### src/hw/dsv_pkg.sv
// Purpose: shared constants and carrier types for the dsp supervision block
// Assumes: avalon-mm slave, 32-bit data, word-indexed register offsets
// Notes:   byte address = 4 * register index
package dsv_pkg;
    // register indices
    localparam logic [15:0] IDX_PANIC_LO   = 16'hf433;
    localparam logic [15:0] IDX_PANIC_HI   = 16'hf434;
    localparam logic [15:0] IDX_WD_START   = 16'hf443;
    localparam logic [15:0] IDX_WD_DIV     = 16'hf444;
    localparam logic [15:0] IDX_FG_EN      = 16'hf450;
    localparam logic [15:0] IDX_FG_LEN     = 16'hf451;
    localparam logic [15:0] IDX_EP_HIGH    = 16'hf460;
    localparam logic [15:0] IDX_EP_LOW     = 16'hf461;
    localparam logic [15:0] IDX_EP_CLR     = 16'hf462;
    localparam logic [15:0] IDX_PEAK_HIGH  = 16'hf465;
    localparam logic [15:0] IDX_PEAK_LOW   = 16'hf466;
    localparam logic [15:0] IDX_STATUS     = 16'hf470;
    localparam int          ADDR_W         = 18;
    // field layout and resets
    localparam int          WD_START_W     = 13;
    localparam int          WD_CODE_W      = 4;
    localparam logic [3:0]  WD_CODE_MAX    = 4'hb;
    localparam int          WD_BASE_LOG2   = 6;
    localparam int          WD_PRE_W       = 17;
    localparam int          WDOG_ERR_BIT   = 12;
    localparam logic [15:0] REG_RESET      = 16'h0000;
    localparam int          EP_W           = 24;
    localparam logic [31:0] UNMAPPED_DATA  = 32'h0000_0000;

    // avalon request and answer carriers
    typedef struct packed {
        logic [ADDR_W-1:0] address;
        logic              read;
        logic              write;
        logic [31:0]       writedata;
        logic [3:0]        byteenable;
    } dsv_req_s;

    typedef struct packed {
        logic        waitrequest;
        logic [31:0] readdata;
    } dsv_rsp_s;

    typedef enum logic [1:0] {BUS_IDLE, BUS_DONE} dsv_bus_e;
endpackage

### src/hw/dsv_supervisor.sv
// Purpose: dsp core supervision: panic capture, watchdog, frame group irq, exec pointer
// Assumes: core strobes come from logic on SYS_CLK; avalon-mm with waitrequest
// Notes:   every access answers one cycle after it is presented
//
// Function
// - on software panic capture low half of executing instruction word
// - on software panic capture high half of executing instruction word
// - watchdog loads start value and counts down one per prescaled step
// - watchdog reloads whenever the program restarts for a new frame
// - watchdog reaching zero raises an error flag to the panic manager
// - watchdog start value is 13-bit field, reset zero, top bits reserved
// - 4-bit step code: 64 cycles doubling per code up to 32768 at code 9, codes 10 and 11 give 1 and 2 cycles
// - timeout equals prescale factor times configured start count
// - bit 0 enable gates frame group interrupts, reset zero
// - frame group counter advances on each frame-start pulse while bit 0 enable is set
// - at programmed length issue interrupt and restart the counter
// - exec pointer readable as upper byte and lower half registers
// - clear bit set clears exec pointer and freezes it
// - set then clear of clear bit resets stored peak value
// - peak tracks highest exec pointer since core start
// - watchdog expiry sets panic source bit 12, a WDOG_CODE_SET pulse on every expiry
`timescale 1ns/10ps
module dsv_supervisor (
    input  wire logic                     SYS_CLK,        // core clock, 200 MHz
    input  wire logic                     NRST,           // async reset, active low
    input  wire dsv_pkg::dsv_req_s        AVS_REQ,        // avalon request
    output dsv_pkg::dsv_rsp_s             AVS_RSP,        // avalon answer
    input  wire logic                     SW_PANIC,       // software panic pulse
    input  wire logic [31:0]              INSTR_WORD,     // instruction in execute
    input  wire logic                     PROG_RESTART,   // jump to program start
    input  wire logic                     FRAME_START,    // audio frame-start pulse
    input  wire logic [dsv_pkg::EP_W-1:0] CORE_PC,        // live program counter
    output logic                          WDOG_ERR,       // watchdog error flag, sticky
    output logic                          WDOG_CODE_SET,  // pulse: set panic code bit
    output logic                          FRAME_GROUP_IRQ,// one-cycle block interrupt
    output logic                          EP_FROZEN       // exec pointer held clear
);
    import dsv_pkg::*;

    // whole module state
    typedef struct packed {
        dsv_bus_e                bus;
        logic [31:0]             rdata;
        logic [15:0]             panic_lo;
        logic [15:0]             panic_hi;
        logic [WD_START_W-1:0]   wd_start;
        logic [WD_CODE_W-1:0]    wd_code;
        logic [WD_START_W-1:0]   wd_cnt;
        logic [WD_PRE_W-1:0]     wd_pre;
        logic                    wd_err;
        logic                    wd_code_set;
        logic                    fg_en;
        logic [15:0]             fg_len;
        logic [15:0]             fg_cnt;
        logic                    fg_irq;
        logic                    ep_clr;
        logic [EP_W-1:0]         ep;
        logic [EP_W-1:0]         peak;
    } dsv_state_s;

    dsv_state_s st_r;
    dsv_state_s st_nxt;

    logic [15:0]         idx;
    logic                wr_go;
    logic                rd_go;
    logic [WD_PRE_W-1:0] pre_last;
    logic                step;

    // word index from byte address
    assign idx   = AVS_REQ.address[ADDR_W-1:2];
    // a write commits only at the edge that sees waitrequest low
    assign wr_go = AVS_REQ.write && (st_r.bus == BUS_DONE);
    assign rd_go = AVS_REQ.read && (st_r.bus == BUS_IDLE);

    // step period: 64 << code cycles up to code 9, 4-bit shift sum wraps so codes 10 and 11 give 1 and 2, reserved codes clamp to 11
    always_comb begin
        logic [3:0] code;
        code = (st_r.wd_code > WD_CODE_MAX) ? WD_CODE_MAX : st_r.wd_code;
        pre_last = WD_PRE_W'((18'd1 << (code + 4'(WD_BASE_LOG2))) - 18'd1);
    end
    assign step = (st_r.wd_pre == pre_last);

    // next-state logic
    always_comb begin
        st_nxt = st_r;
        st_nxt.wd_code_set = 1'b0;
        st_nxt.fg_irq      = 1'b0;

        // bus: answer one cycle after the request is seen
        case (st_r.bus)
            BUS_IDLE: begin
                if (AVS_REQ.read || AVS_REQ.write) begin
                    st_nxt.bus = BUS_DONE;
                end
            end
            BUS_DONE: begin
                st_nxt.bus = BUS_IDLE;
            end
            default: begin
                st_nxt.bus = BUS_IDLE;
            end
        endcase

        // register reads
        if (rd_go) begin
            case (idx)
                IDX_PANIC_LO:  st_nxt.rdata = {16'h0000, st_r.panic_lo};
                IDX_PANIC_HI:  st_nxt.rdata = {16'h0000, st_r.panic_hi};
                IDX_WD_START:  st_nxt.rdata = {19'h00000, st_r.wd_start};
                IDX_WD_DIV:    st_nxt.rdata = {28'h0000000, st_r.wd_code};
                IDX_FG_EN:     st_nxt.rdata = {31'h00000000, st_r.fg_en};
                IDX_FG_LEN:    st_nxt.rdata = {16'h0000, st_r.fg_len};
                IDX_EP_HIGH:   st_nxt.rdata = {24'h000000, st_r.ep[23:16]};
                IDX_EP_LOW:    st_nxt.rdata = {16'h0000, st_r.ep[15:0]};
                IDX_EP_CLR:    st_nxt.rdata = {31'h00000000, st_r.ep_clr};
                IDX_PEAK_HIGH: st_nxt.rdata = {24'h000000, st_r.peak[23:16]};
                IDX_PEAK_LOW:  st_nxt.rdata = {16'h0000, st_r.peak[15:0]};
                IDX_STATUS:    st_nxt.rdata = {31'h00000000, st_r.wd_err};
                default:       st_nxt.rdata = UNMAPPED_DATA;
            endcase
        end

        // register writes, low byte lanes
        if (wr_go) begin
            case (idx)
                IDX_PANIC_LO: begin
                    if (AVS_REQ.byteenable[0]) st_nxt.panic_lo[7:0]  = AVS_REQ.writedata[7:0];
                    if (AVS_REQ.byteenable[1]) st_nxt.panic_lo[15:8] = AVS_REQ.writedata[15:8];
                end
                IDX_PANIC_HI: begin
                    if (AVS_REQ.byteenable[0]) st_nxt.panic_hi[7:0]  = AVS_REQ.writedata[7:0];
                    if (AVS_REQ.byteenable[1]) st_nxt.panic_hi[15:8] = AVS_REQ.writedata[15:8];
                end
                IDX_WD_START: begin
                    if (AVS_REQ.byteenable[0]) st_nxt.wd_start[7:0]  = AVS_REQ.writedata[7:0];
                    if (AVS_REQ.byteenable[1]) st_nxt.wd_start[12:8] = AVS_REQ.writedata[12:8];
                end
                IDX_WD_DIV: begin
                    if (AVS_REQ.byteenable[0]) st_nxt.wd_code = AVS_REQ.writedata[3:0];
                end
                IDX_FG_EN: begin
                    if (AVS_REQ.byteenable[0]) st_nxt.fg_en = AVS_REQ.writedata[0];
                end
                IDX_FG_LEN: begin
                    if (AVS_REQ.byteenable[0]) st_nxt.fg_len[7:0]  = AVS_REQ.writedata[7:0];
                    if (AVS_REQ.byteenable[1]) st_nxt.fg_len[15:8] = AVS_REQ.writedata[15:8];
                end
                IDX_EP_CLR: begin
                    if (AVS_REQ.byteenable[0]) st_nxt.ep_clr = AVS_REQ.writedata[0];
                end
                IDX_STATUS: begin
                    // write one to bit 0 acknowledges the watchdog flag
                    if (AVS_REQ.byteenable[0] && AVS_REQ.writedata[0]) st_nxt.wd_err = 1'b0;
                end
                default: begin
                end
            endcase
        end

        // panic capture overrides a same-cycle software write
        if (SW_PANIC) begin
            st_nxt.panic_lo = INSTR_WORD[15:0];
            st_nxt.panic_hi = INSTR_WORD[31:16];
        end

        // watchdog: prescaler then down counter
        if (PROG_RESTART) begin
            st_nxt.wd_cnt = st_r.wd_start;
            st_nxt.wd_pre = '0;
        end else begin
            st_nxt.wd_pre = step ? '0 : st_r.wd_pre + 1'b1;
            if (step && st_r.wd_cnt != '0) begin
                st_nxt.wd_cnt = st_r.wd_cnt - 1'b1;
                if (st_r.wd_cnt == WD_START_W'(1)) begin
                    st_nxt.wd_err      = 1'b1;
                    st_nxt.wd_code_set = 1'b1;
                end
            end
        end

        // frame group counter
        if (FRAME_START && st_r.fg_en) begin
            if (st_r.fg_cnt + 16'h0001 >= st_r.fg_len) begin
                st_nxt.fg_cnt = '0;
                st_nxt.fg_irq = 1'b1;
            end else begin
                st_nxt.fg_cnt = st_r.fg_cnt + 16'h0001;
            end
        end

        // exec pointer and its peak
        if (st_r.ep_clr) begin
            st_nxt.ep = '0;
        end else begin
            st_nxt.ep = CORE_PC;
            if (CORE_PC > st_r.peak) st_nxt.peak = CORE_PC;
        end
        if (st_r.ep_clr && !st_nxt.ep_clr) begin
            st_nxt.peak = '0;
        end
    end

    // state register
    always_ff @(posedge SYS_CLK or negedge NRST) begin
        if (!NRST) begin
            st_r <= '{bus: BUS_IDLE, rdata: 32'h0000_0000, panic_lo: REG_RESET,
                      panic_hi: REG_RESET, wd_start: '0, wd_code: '0, wd_cnt: '0,
                      wd_pre: '0, wd_err: 1'b0, wd_code_set: 1'b0, fg_en: 1'b0,
                      fg_len: REG_RESET, fg_cnt: '0, fg_irq: 1'b0, ep_clr: 1'b0,
                      ep: '0, peak: '0};
        end else begin
            st_r <= st_nxt;
        end
    end

    // outputs straight from state
    assign AVS_RSP.waitrequest = (st_r.bus != BUS_DONE);
    assign AVS_RSP.readdata    = st_r.rdata;
    assign WDOG_ERR            = st_r.wd_err;
    assign WDOG_CODE_SET       = st_r.wd_code_set;
    assign FRAME_GROUP_IRQ     = st_r.fg_irq;
    assign EP_FROZEN           = st_r.ep_clr;
endmodule // dsv_supervisor

### config.mk
export PLATFORM = sky130hd
export DESIGN_NAME = dsv_supervisor
export DESIGN_NICKNAME = d
export VERILOG_FILES = /design/src/hw/dsv_pkg.sv /design/src/hw/dsv_supervisor.sv
export SDC_FILE = /design/constraint.sdc
export NUM_CORES = 1
export LEC_CHECK = 0
export ABC_AREA = 1
export BUFFER_PORTS_ARGS = -buffer_cell sky130_fd_sc_hd__buf_2
export CAP_MARGIN = 10
export CORE_MARGIN = 10
export CORE_UTILIZATION = 54
export CTS_BUF_LIST = sky130_fd_sc_hd__clkbuf_8
export CTS_CLUSTER_SIZE = 30
export DETAILED_ROUTE_END_ITERATION = 7
export PLACE_DENSITY = 0.79
export SKIP_LAST_GASP = 1
export SYNTH_ARGS = -nofsm -noshare
export SYNTH_HDL_FRONTEND = slang
export SYNTH_SLANG_ARGS = --single-unit
### constraint.sdc
create_clock -name SYS_CLK -period 2.7 [get_ports SYS_CLK]
set_input_delay 0.405 -clock SYS_CLK [delete_from_list [all_inputs] [get_ports SYS_CLK]]
set_output_delay 0.405 -clock SYS_CLK [all_outputs]
set_load 0.005 [all_outputs]
== After elaboration in Yosys (flattened, before gate mapping) ==
Index checks and enable logic that the tools add are counted.
Cells by class
  add/subtract/negate cells: 5
  multipliers: 0
  divide/modulo/power cells: 0
  magnitude comparators: 3
  equality and inequality tests: 18
  shift operators: 1
  muxes and demuxes: 34
  bitwise operators: 0
  reduce and logical (&&, ||, !) cells: 28
Operators with widths (number)
  $eq 16x16->1 const B: 12
  $pmux 16 s12: 1
  $mux 24: 4
  $mux 49: 1
  $mux 16: 3
  $mux 32: 1
  $mux 30: 1
  $reduce_and 3->1: 10
  $mux 13: 2
  $gt 24x24->1: 1
  $mux 8: 3
  $add 17x1->17 const B: 1
  $eq 17x17->1: 1
  $mux 17: 1
  $shl 1x4->17 const A: 1
  $sub 17x1->17 const B: 1
  $add 16x1->16 const B: 1
  $ge 16x16->1: 1
  $reduce_bool 2->1: 7
  $eq 13x1->1 const B: 1
  $reduce_bool 13->1: 1
  $sub 13x1->13 const B: 1
  $mux 4: 3
  $mux 2: 5
  other kinds (11): 25
Word-level totals
  bits in registers: 198
  bits in latches: 0
  RAM bits: 0
  ROM bits: 0
  bits of input ports: 117
  output and inout port bits: 37
  logic and storage cells: 110
  memories: 0

== Longest topological paths before layout ==
Gate-level depths: netlist of the first run.
  depth after elaboration: 9
  mapped depth: 21

== Least setup slack after synthesis of the first run ==
OpenSTA, ideal clock, no wires.
  path kind: flip-flop to flip-flop
  start: register st_r[50] (netlist bit)
  end: register st_r[60] (netlist bit)
  library setup time: 123 ps
  data arrival time: 2620 ps
  slack: -43 ps
  cell stages (with the launch flop): 17
  path buffers: 1
  period minus slack after synthesis: 2743 ps
  cells stage by stage: dfrtp_1 ha_1 nand3_1 nor3_1 nand3_1 nor2_1 nand4_1 and2_1 ha_1 nand3_1 nor3_1 nand3_1 nand3_1 nand2_1 inv_1 buf_2 a21oi_1
On the way
  longest elaborated chain between the ends: 3
RTL lines
  start: declaration: RTL line dsv_supervisor.sv:61  | dsv_state_s st_r;
  start signal: assignment: RTL line dsv_supervisor.sv:207  | st_r <= '{bus: BUS_IDLE, rdata: 32'h0000_0000, panic_lo: REG_RESET,
  start signal: assignment: RTL line dsv_supervisor.sv:213  | st_r <= st_nxt;
  $add 16x1->16 (*): RTL line dsv_supervisor.sv:184, dsv_supervisor.sv:188
  $ge 16x16->1: RTL line dsv_supervisor.sv:184  | if (st_r.fg_cnt + 16'h0001 >= st_r.fg_len) begin
  $mux 16 (*): RTL line dsv_supervisor.sv:184
Mark *: on every way between the ends. The rest lies on a longest branch, timed or not.
A chain may end at the register's enable or synchronous reset.

== Worst setup path after layout of the first run ==
  start: register st_r[51] (netlist bit)
  end: register st_r[56] (netlist bit)
Same word-level chain as after synthesis.

==> impl_metrics.csv, run 1 <==
group,metric,value,unit
outcome,status,"finished, violations left",
outcome,failed_checks,"setup timing",
yosys,synth_edf_count,0,
sta,max_freq,366,MHz
global_route,grt_antenna_before_repair,1,
floorplanning,dieArea,0.0266,sq mm
pwr,powerDensity,449,mW/mm^2
floorplanning,fp.dieW,163,um
routing,drt-initial-drc-count,936,
sta,grt_setup_unrepaired,"yes",
yosys,synth_seq_area_share,41.0,%
floorplanning,initial_core_util,54.8,%
worst_hold_path,hold_class,"in2reg",
floorplanning,rows,52,
routing,viasPerCell,5.45,
routing,num_vias,10400,
yosys,ys_ff_latch,181,
sta,finalSetupViolCount,13,
floorplanning,io_pins,154,
clock_network,cts.sinks,181,
clock_network,clock-root-buffer,"clkbuf_8",
worst_setup_path,worstPathMaxFanout,7,
routing,dr.pass1.iters,7,
sta,whs,156,ps
clock_network,htreeDepth,4,
global_route,grt-ovfl-total,0,
worst_setup_path,critPathArrivalTime,3100,ps
floorplanning,core_area,0.0202,sq mm
clock_network,cts_tree,"done",
finish,drive_gt1_share,16.1,%
yosys,yosysWarnings,0,
run,cap_viol_max_count,0,
global_route,grtUsageTotal,23.7,%
global_route,grt_pass1_vias,9880,
routing,antenna_left,0,
pwr,leakage,6.31,nW
clock_network,clkTransAtPathRegs,110,ps
pwr,ir_worst_vdd,0.347,mV
yosys,netlist_area,0.0111,sq mm
clock_network,clock_latency,470,ps
floorplanning,dieHeight,163,um
finish,synthToLayoutAreaGrowth,13.2,%
yosys,synth-async-reset-ratio,100,%
placed_design,dp_cells,1866,
sta,period_needed,2730,ps
worst_setup_path,cp-start-kind,"flip-flop",
global_route,grt_pass1_wl,50.5,mm
routing,wl_per_cell,16.7,um
yosys,synth-main-ff-cell,"dfrtp_1",
sta,relSlewSlack,50.3,%
placed_design,port_buffers,117,
sta,tightest_slew,745,ps
worst_setup_path,required,3070,ps
worst_setup_path,path_class,"reg2reg",
clock_network,clk_path_buf_depth,2,
global_route,grt_max_degree,61,
sta,fin_skew,13.6,ps
clock_network,cts_buffers,17,
sta,finalCritPeriodShare,101,%
sta,hold_violations,0,
sta,slew_viol_final,0,
placed_design,dp_hpwl,24.1,mm
finish,fin_cells,1906,
yosys,synthCells,1506,
worst_setup_path,reg2reg_slack,-30,ps
worst_setup_path,worst_setup_path_end_kind,"flip-flop",
placed_design,place_congestion,0.942,
yosys,synth.avg_cell_area,7.34,sq um
finish,num-fill-cells,1782,
routing,wl,31.9,mm
routing,drcViolationCount,0,
yosys,ys_types,41,
sta,fin_ws,-32.0,ps
finish,nNetsFinal,1784,
## report_power, final
part           internal [mW]  total, mW  switching [mW]
Combinational          0.268      0.731           0.464
Clock                  0.864       2.00            1.14
Sequential              2.80       2.88          0.0802
Total                   3.94       5.62            1.68
## worst paths after layout
path,start,endpoint,cells after the start
min reg2reg,AVS_RSP[10],AVS_RSP[10],2
max reg2reg,st_r[51],st_r[56],18
max in group asynchronous,NRST,st_r[93],3
max,st_r[51],st_r[56],18
min in group asynchronous,NRST,st_r[113],2
min,CORE_PC[18],st_r[42],3
## logic make-up (layout without fill, tap and decap cells)
kind of cell / Yosys count / in the layout / share of synthesized area, %
other cells: 1 / 17 / 0.0339
buf+inv: 294 / 408 / 11.7
simple gates: 717 / 717 / 27.8
fa+ha+maj: 45 / 45 / 5.09
mux: 1 / 1 / 0.102
xor+xnor: 30 / 30 / 2.38
compound gates: 237 / 237 / 11.9
flops: 181 / 181 / 41.0
## registers in the layout (all words and copies together) (netlist names)
signal and count:
WDOG_ERR 1, AVS_RSP 16, WDOG_CODE_SET 1, EP_FROZEN 1, st_r 161, FRAME_GROUP_IRQ 1
## timing repair
item,in CTS,in global routing
endpoints found under the setup margin,0,49
setup buffers,0,6
gates resized for setup,0,38
endpoints found under the hold margin,41,0
hold buffers,1,0
## metal layers
metal  share of wire, %  up-vias  track usage [%]
li1                   -     5015                -
met4                4.5        0             11.0
met1                 40     4880             29.2
met2                 48      412             38.7
met5                  0        -                0
met3                7.4       80             5.56
## final cells by class
type                       count  area (sq um)  area share, %
antenna                        1          2.50         0.0200
clock buffer                  17           234           1.87
clock inverter                15           189           1.51
inverter                     209           787           6.29
multi-input combinational   1046          5420           43.3
sequential                   181          4530           36.2
tap                          270           338           2.70
timing repair buffer         167          1010           8.07
## cells in the final DEF (no fill, tap or decap), types with 17 or more instances in the layout
cell type    n
a21oi_1     47
buf_2      116
buf_4       43
clkbuf_8    17
dfrtp_1    180
ha_1        43
inv_1      200
nand2_1    404
nand3_1    116
nor2_1     101
nor3_1      22
o21ai_0    143
o22ai_1     28
xor2_1      21
## critical path, cell delays in order (launching register included)
cell and delay [ps]:
dfrtp_1 440, buf_6 140, nand3_4 100, nor3_4 220, inv_1 70, nor2_2 140
nand3_1 110, xor2_1 190, ha_1 300, nand2_1 70, inv_2 60, nand3_2 80
nor3_2 180, nand3_1 120, nand3_2 80, nand2_1 60, inv_2 90, buf_6 140
a21oi_1 50
## synth_stat cells, types with 6 or more instances
cell type	n	area (sq um)
nor2_1	107	402
xor2_1	21	184
xnor2_1	9	78.8
nor2_2	7	43.8
o21ai_0	144	721
nand2_1	404	1520
o22ai_1	28	175
nor3_1	27	135
a21oi_1	51	255
nand3_1	121	606
buf_2	14	70.1
buf_4	39	293
ha_1	45	563
nand3b_1	9	67.6
or2_2	6	37.5
dfrtp_1	181	4530
clkbuf_1	28	105
inv_1	204	766
nand4_1	16	100
## through the flow
stage                     setup WS (ps)  TNS, ps  power (mW)  cell area (sq um)  utilization, %
after global placement             97.0        0        3.63              11900            58.9
final                             -32.0     -211        5.62              12500            62.0
after CTS                          24.0        0        5.63              12300            61.1
after detailed placement           59.8        0        3.65              11900            58.9
after floorplan                    57.6        0        3.39              11100               -
after global routing               -187    -2540        5.86              12500            62.0
No activity file was read; power rests on OpenSTA's default activity.
==> run 2, diff against run 1 <==
Settings changed: BUFFER_PORTS_ARGS -buffer_cell sky130_fd_sc_hd__buf_2 to not set, CORE_UTILIZATION 54 to 57, CTS_CLUSTER_DIAMETER set to 120, DONT_BUFFER_PORTS set to 1, PLACE_DENSITY 0.79 to 0.75.
==> run 2 against run 1 <==
Compared with the run above:
- the run ends with hold timing left
- non-clock buffer count fell by 122
- via count down 5.2%
- sequential share of layout area rose by 1.9 points
- clock skew up 5.8 ps
- critical path depth decreased by 1
- power shrank 5.6%
- setup slack improved by 46 ps
- combinational power is 22% lower
- clock power decreased by 7%
- utilization is 0.87 points higher
- largest cell class unchanged
- largest power group unchanged
==> impl_metrics.csv, run 2 (synthesis gave the netlist of run 1 again) <==
group,metric,value,unit
worst_setup_path,r2r_cells,17,
worst_setup_path,worstPathMaxFanout,7,
floorplanning,core_area,0.0189,sq mm
floorplanning,fp.dieW,159,um
floorplanning,dieHeight,159,um
sta,hold_violations,181,
placed_design,place_ws,-22.8,ps
pwr,powerDensity,446,mW/mm^2
finish,finish.utilization,62.9,%
sta,period_needed,2690,ps
global_route,grt-ovfl-total,0,
placed_design,dp_cells,1733,
floorplanning,rows,50,
pwr,total_power,5.30,mW
worst_setup_path,reg2reg_slack,10,ps
sta,fin_ws,13.6,ps
worst_setup_path,worst_setup_path_end_kind,"flip-flop",
sta,relSlewSlack,19.7,%
outcome,failed_checks,"hold timing",
placed_design,dp_hpwl,23.0,mm
routing,antenna_left,0,
global_route,grt_antenna_before_repair,0,
global_route,grt.met1_usage,28.5,%
placed_design,port_buffers,0,
routing,wl,30.9,mm
finish,regMostFlops,"st_r",
routing,dr.pass1.iters,5,
worst_setup_path,cp-start-kind,"flip-flop",
floorplanning,initial_core_util,58.5,%
placed_design,place_congestion,0.976,
finish,largest_register_ffs,161,
worst_hold_path,hold_class,"in2async",
clock_network,cts.sinks,181,
worst_setup_path,timing.rr.start,"st_r[51]",
clock_network,clk_path_buf_depth,2,
sta,whs,-402,ps
worst_setup_path,critPathArrivalTime,3100,ps
finish,fin_cells,1773,
sta,finalSetupViolCount,0,
sta,tns,0,ps
clock_network,cts_buffers,17,
worst_setup_path,required,3120,ps
finish,multi_input_area,0.00547,sq mm
floorplanning,dieArea,0.0254,sq mm
global_route,busiest_layer,"met2",
global_route,grt_pass1_vias,9206,
floorplanning,io_pins,154,
sta,grt_setup_unrepaired,"yes",
finish,layout_commonest_cell,"nand2_1",
worst_setup_path,path_class,"reg2reg",
finish,nNetsFinal,1662,
finish,regArea,0.00453,sq mm
routing,drt-initial-drc-count,913,
run,cap_viol_max_count,0,
finish,num-fill-cells,1696,
clock_network,clkTransAtPathRegs,110,ps
placed_design,placed_area,0.0112,sq mm
global_route,grt_max_degree,182,
outcome,status,"finished, violations left",
global_route,use_met3,5.91,%
finish,drive_gt1_share,9.19,%
global_route,use_met2,38.9,%
sta,max_freq,372,MHz
routing,num_vias,9851,
sta,slew_viol_final,0,
sta,fin_skew,19.4,ps
clock_network,clock_latency,480,ps
global_route,grt_pass1_wl,48.0,mm
clock_network,htreeDepth,4,
routing,drcViolationCount,0,
global_route,grtUsageTotal,23.4,%
routing,wl_per_cell,17.4,um
routing,viasPerCell,5.56,
sta,finalCritPeriodShare,99.5,%
clock_network,clock-root-buffer,"clkbuf_8",
pwr,leakage,5.77,nW
pwr,ir_worst_vdd,0.308,mV
finish,layout_common_cells,"nand2_1 (404), inv_1 (201), dfrtp_1 (179)",
finish,synthToLayoutAreaGrowth,7.54,%
clock_network,cts_tree,"done",
finish,design_area,0.0119,sq mm
sta,tightest_slew,1200,ps
finish,diodes,0,
worst_setup_path,regToRegEndpoint,"st_r[56]",
run 2: cell count changes in the layout (fill, tap and decap cells not counted), moves of 2 or more:
| cell | previous run | this run |
|---|---|---|
| buf_2 | 116 | 0 |
| buf_4 | 43 | 38 |
| nor2_2 | 13 | 8 |
| buf_6 | 5 | 1 |
| nor2_1 | 101 | 105 |
| dlygate4sd3_1 | 1 | 4 |
| xor2_1 | 21 | 18 |
| xor2_2 | 0 | 3 |
| bufinv_16 | 2 | 0 |
| clkinv_4 | 1 | 3 |
| inv_8 | 3 | 5 |
run 2: critical path: stages, from the launching register on:
cell and delay (ps):
dfrtp_1 440, nand3_2 130, nor3_2 210, inv_1 90, nor2_4 120, buf_4 140, xor2_2 180, ha_1 300
nand2_1 80, inv_1 50, o21ai_1 120, nand2_1 80, a21oi_1 130, nand3_1 110, nand2_1 80, inv_2 70
clkbuf_16 160, a21oi_1 120
run 2: report_power, final:
group          total, mW  internal [mW]  switching (mW)  leakage [nW]
combinational      0.568          0.213           0.355          3.13
clock               1.85          0.694            1.16         0.193
sequential          2.88           2.80          0.0788          2.45
total               5.30           3.71            1.59          5.77
run 2: metal layers:
metal / vias up / part of all wire, % / routed length [um]
met5: - / 0 / 0
met4: 0 / 3.2 / 998
met3: 56 / 8.5 / 2640
met2: 380 / 49 / 15100
met1: 4641 / 40 / 12200
li1: 4774 / - / -
run 2: cell type report:
cell class,instances,share of cell area [%]
inverter,209,6.62
sequential,181,38.1
multi-input combinational,1046,46.0
tap,260,2.74
timing repair buffer,45,3.21
clock inverter,15,1.32
clock buffer,17,1.97
run 2: how the worst max path moves through the flow:
stage / cells past startpoint / to / slack, ps / startpoint
floorplan: 16 / st_r[60] / 60 / st_r[50]
global placement: 17 / st_r[64] / 50 / st_r[50]
detailed placement: 17 / st_r[64] / -20 / st_r[50]
CTS: 17 / st_r[64] / 4 / st_r[51]
global route: 15 / st_r[56] / -140 / st_r[56]
finish: 17 / st_r[56] / 10 / st_r[51]
run 2: repair_timing:
item / 4_1_cts / 5_1_grt
endpoints found under the hold margin: 194 / 182
buffers inserted: 0 / 3
pin swaps: 0 / 15
endpoints found under the setup margin: 13 / 49
cloned: 0 / 1
hold buffers: 3 / 1
resized for setup: 1 / 38
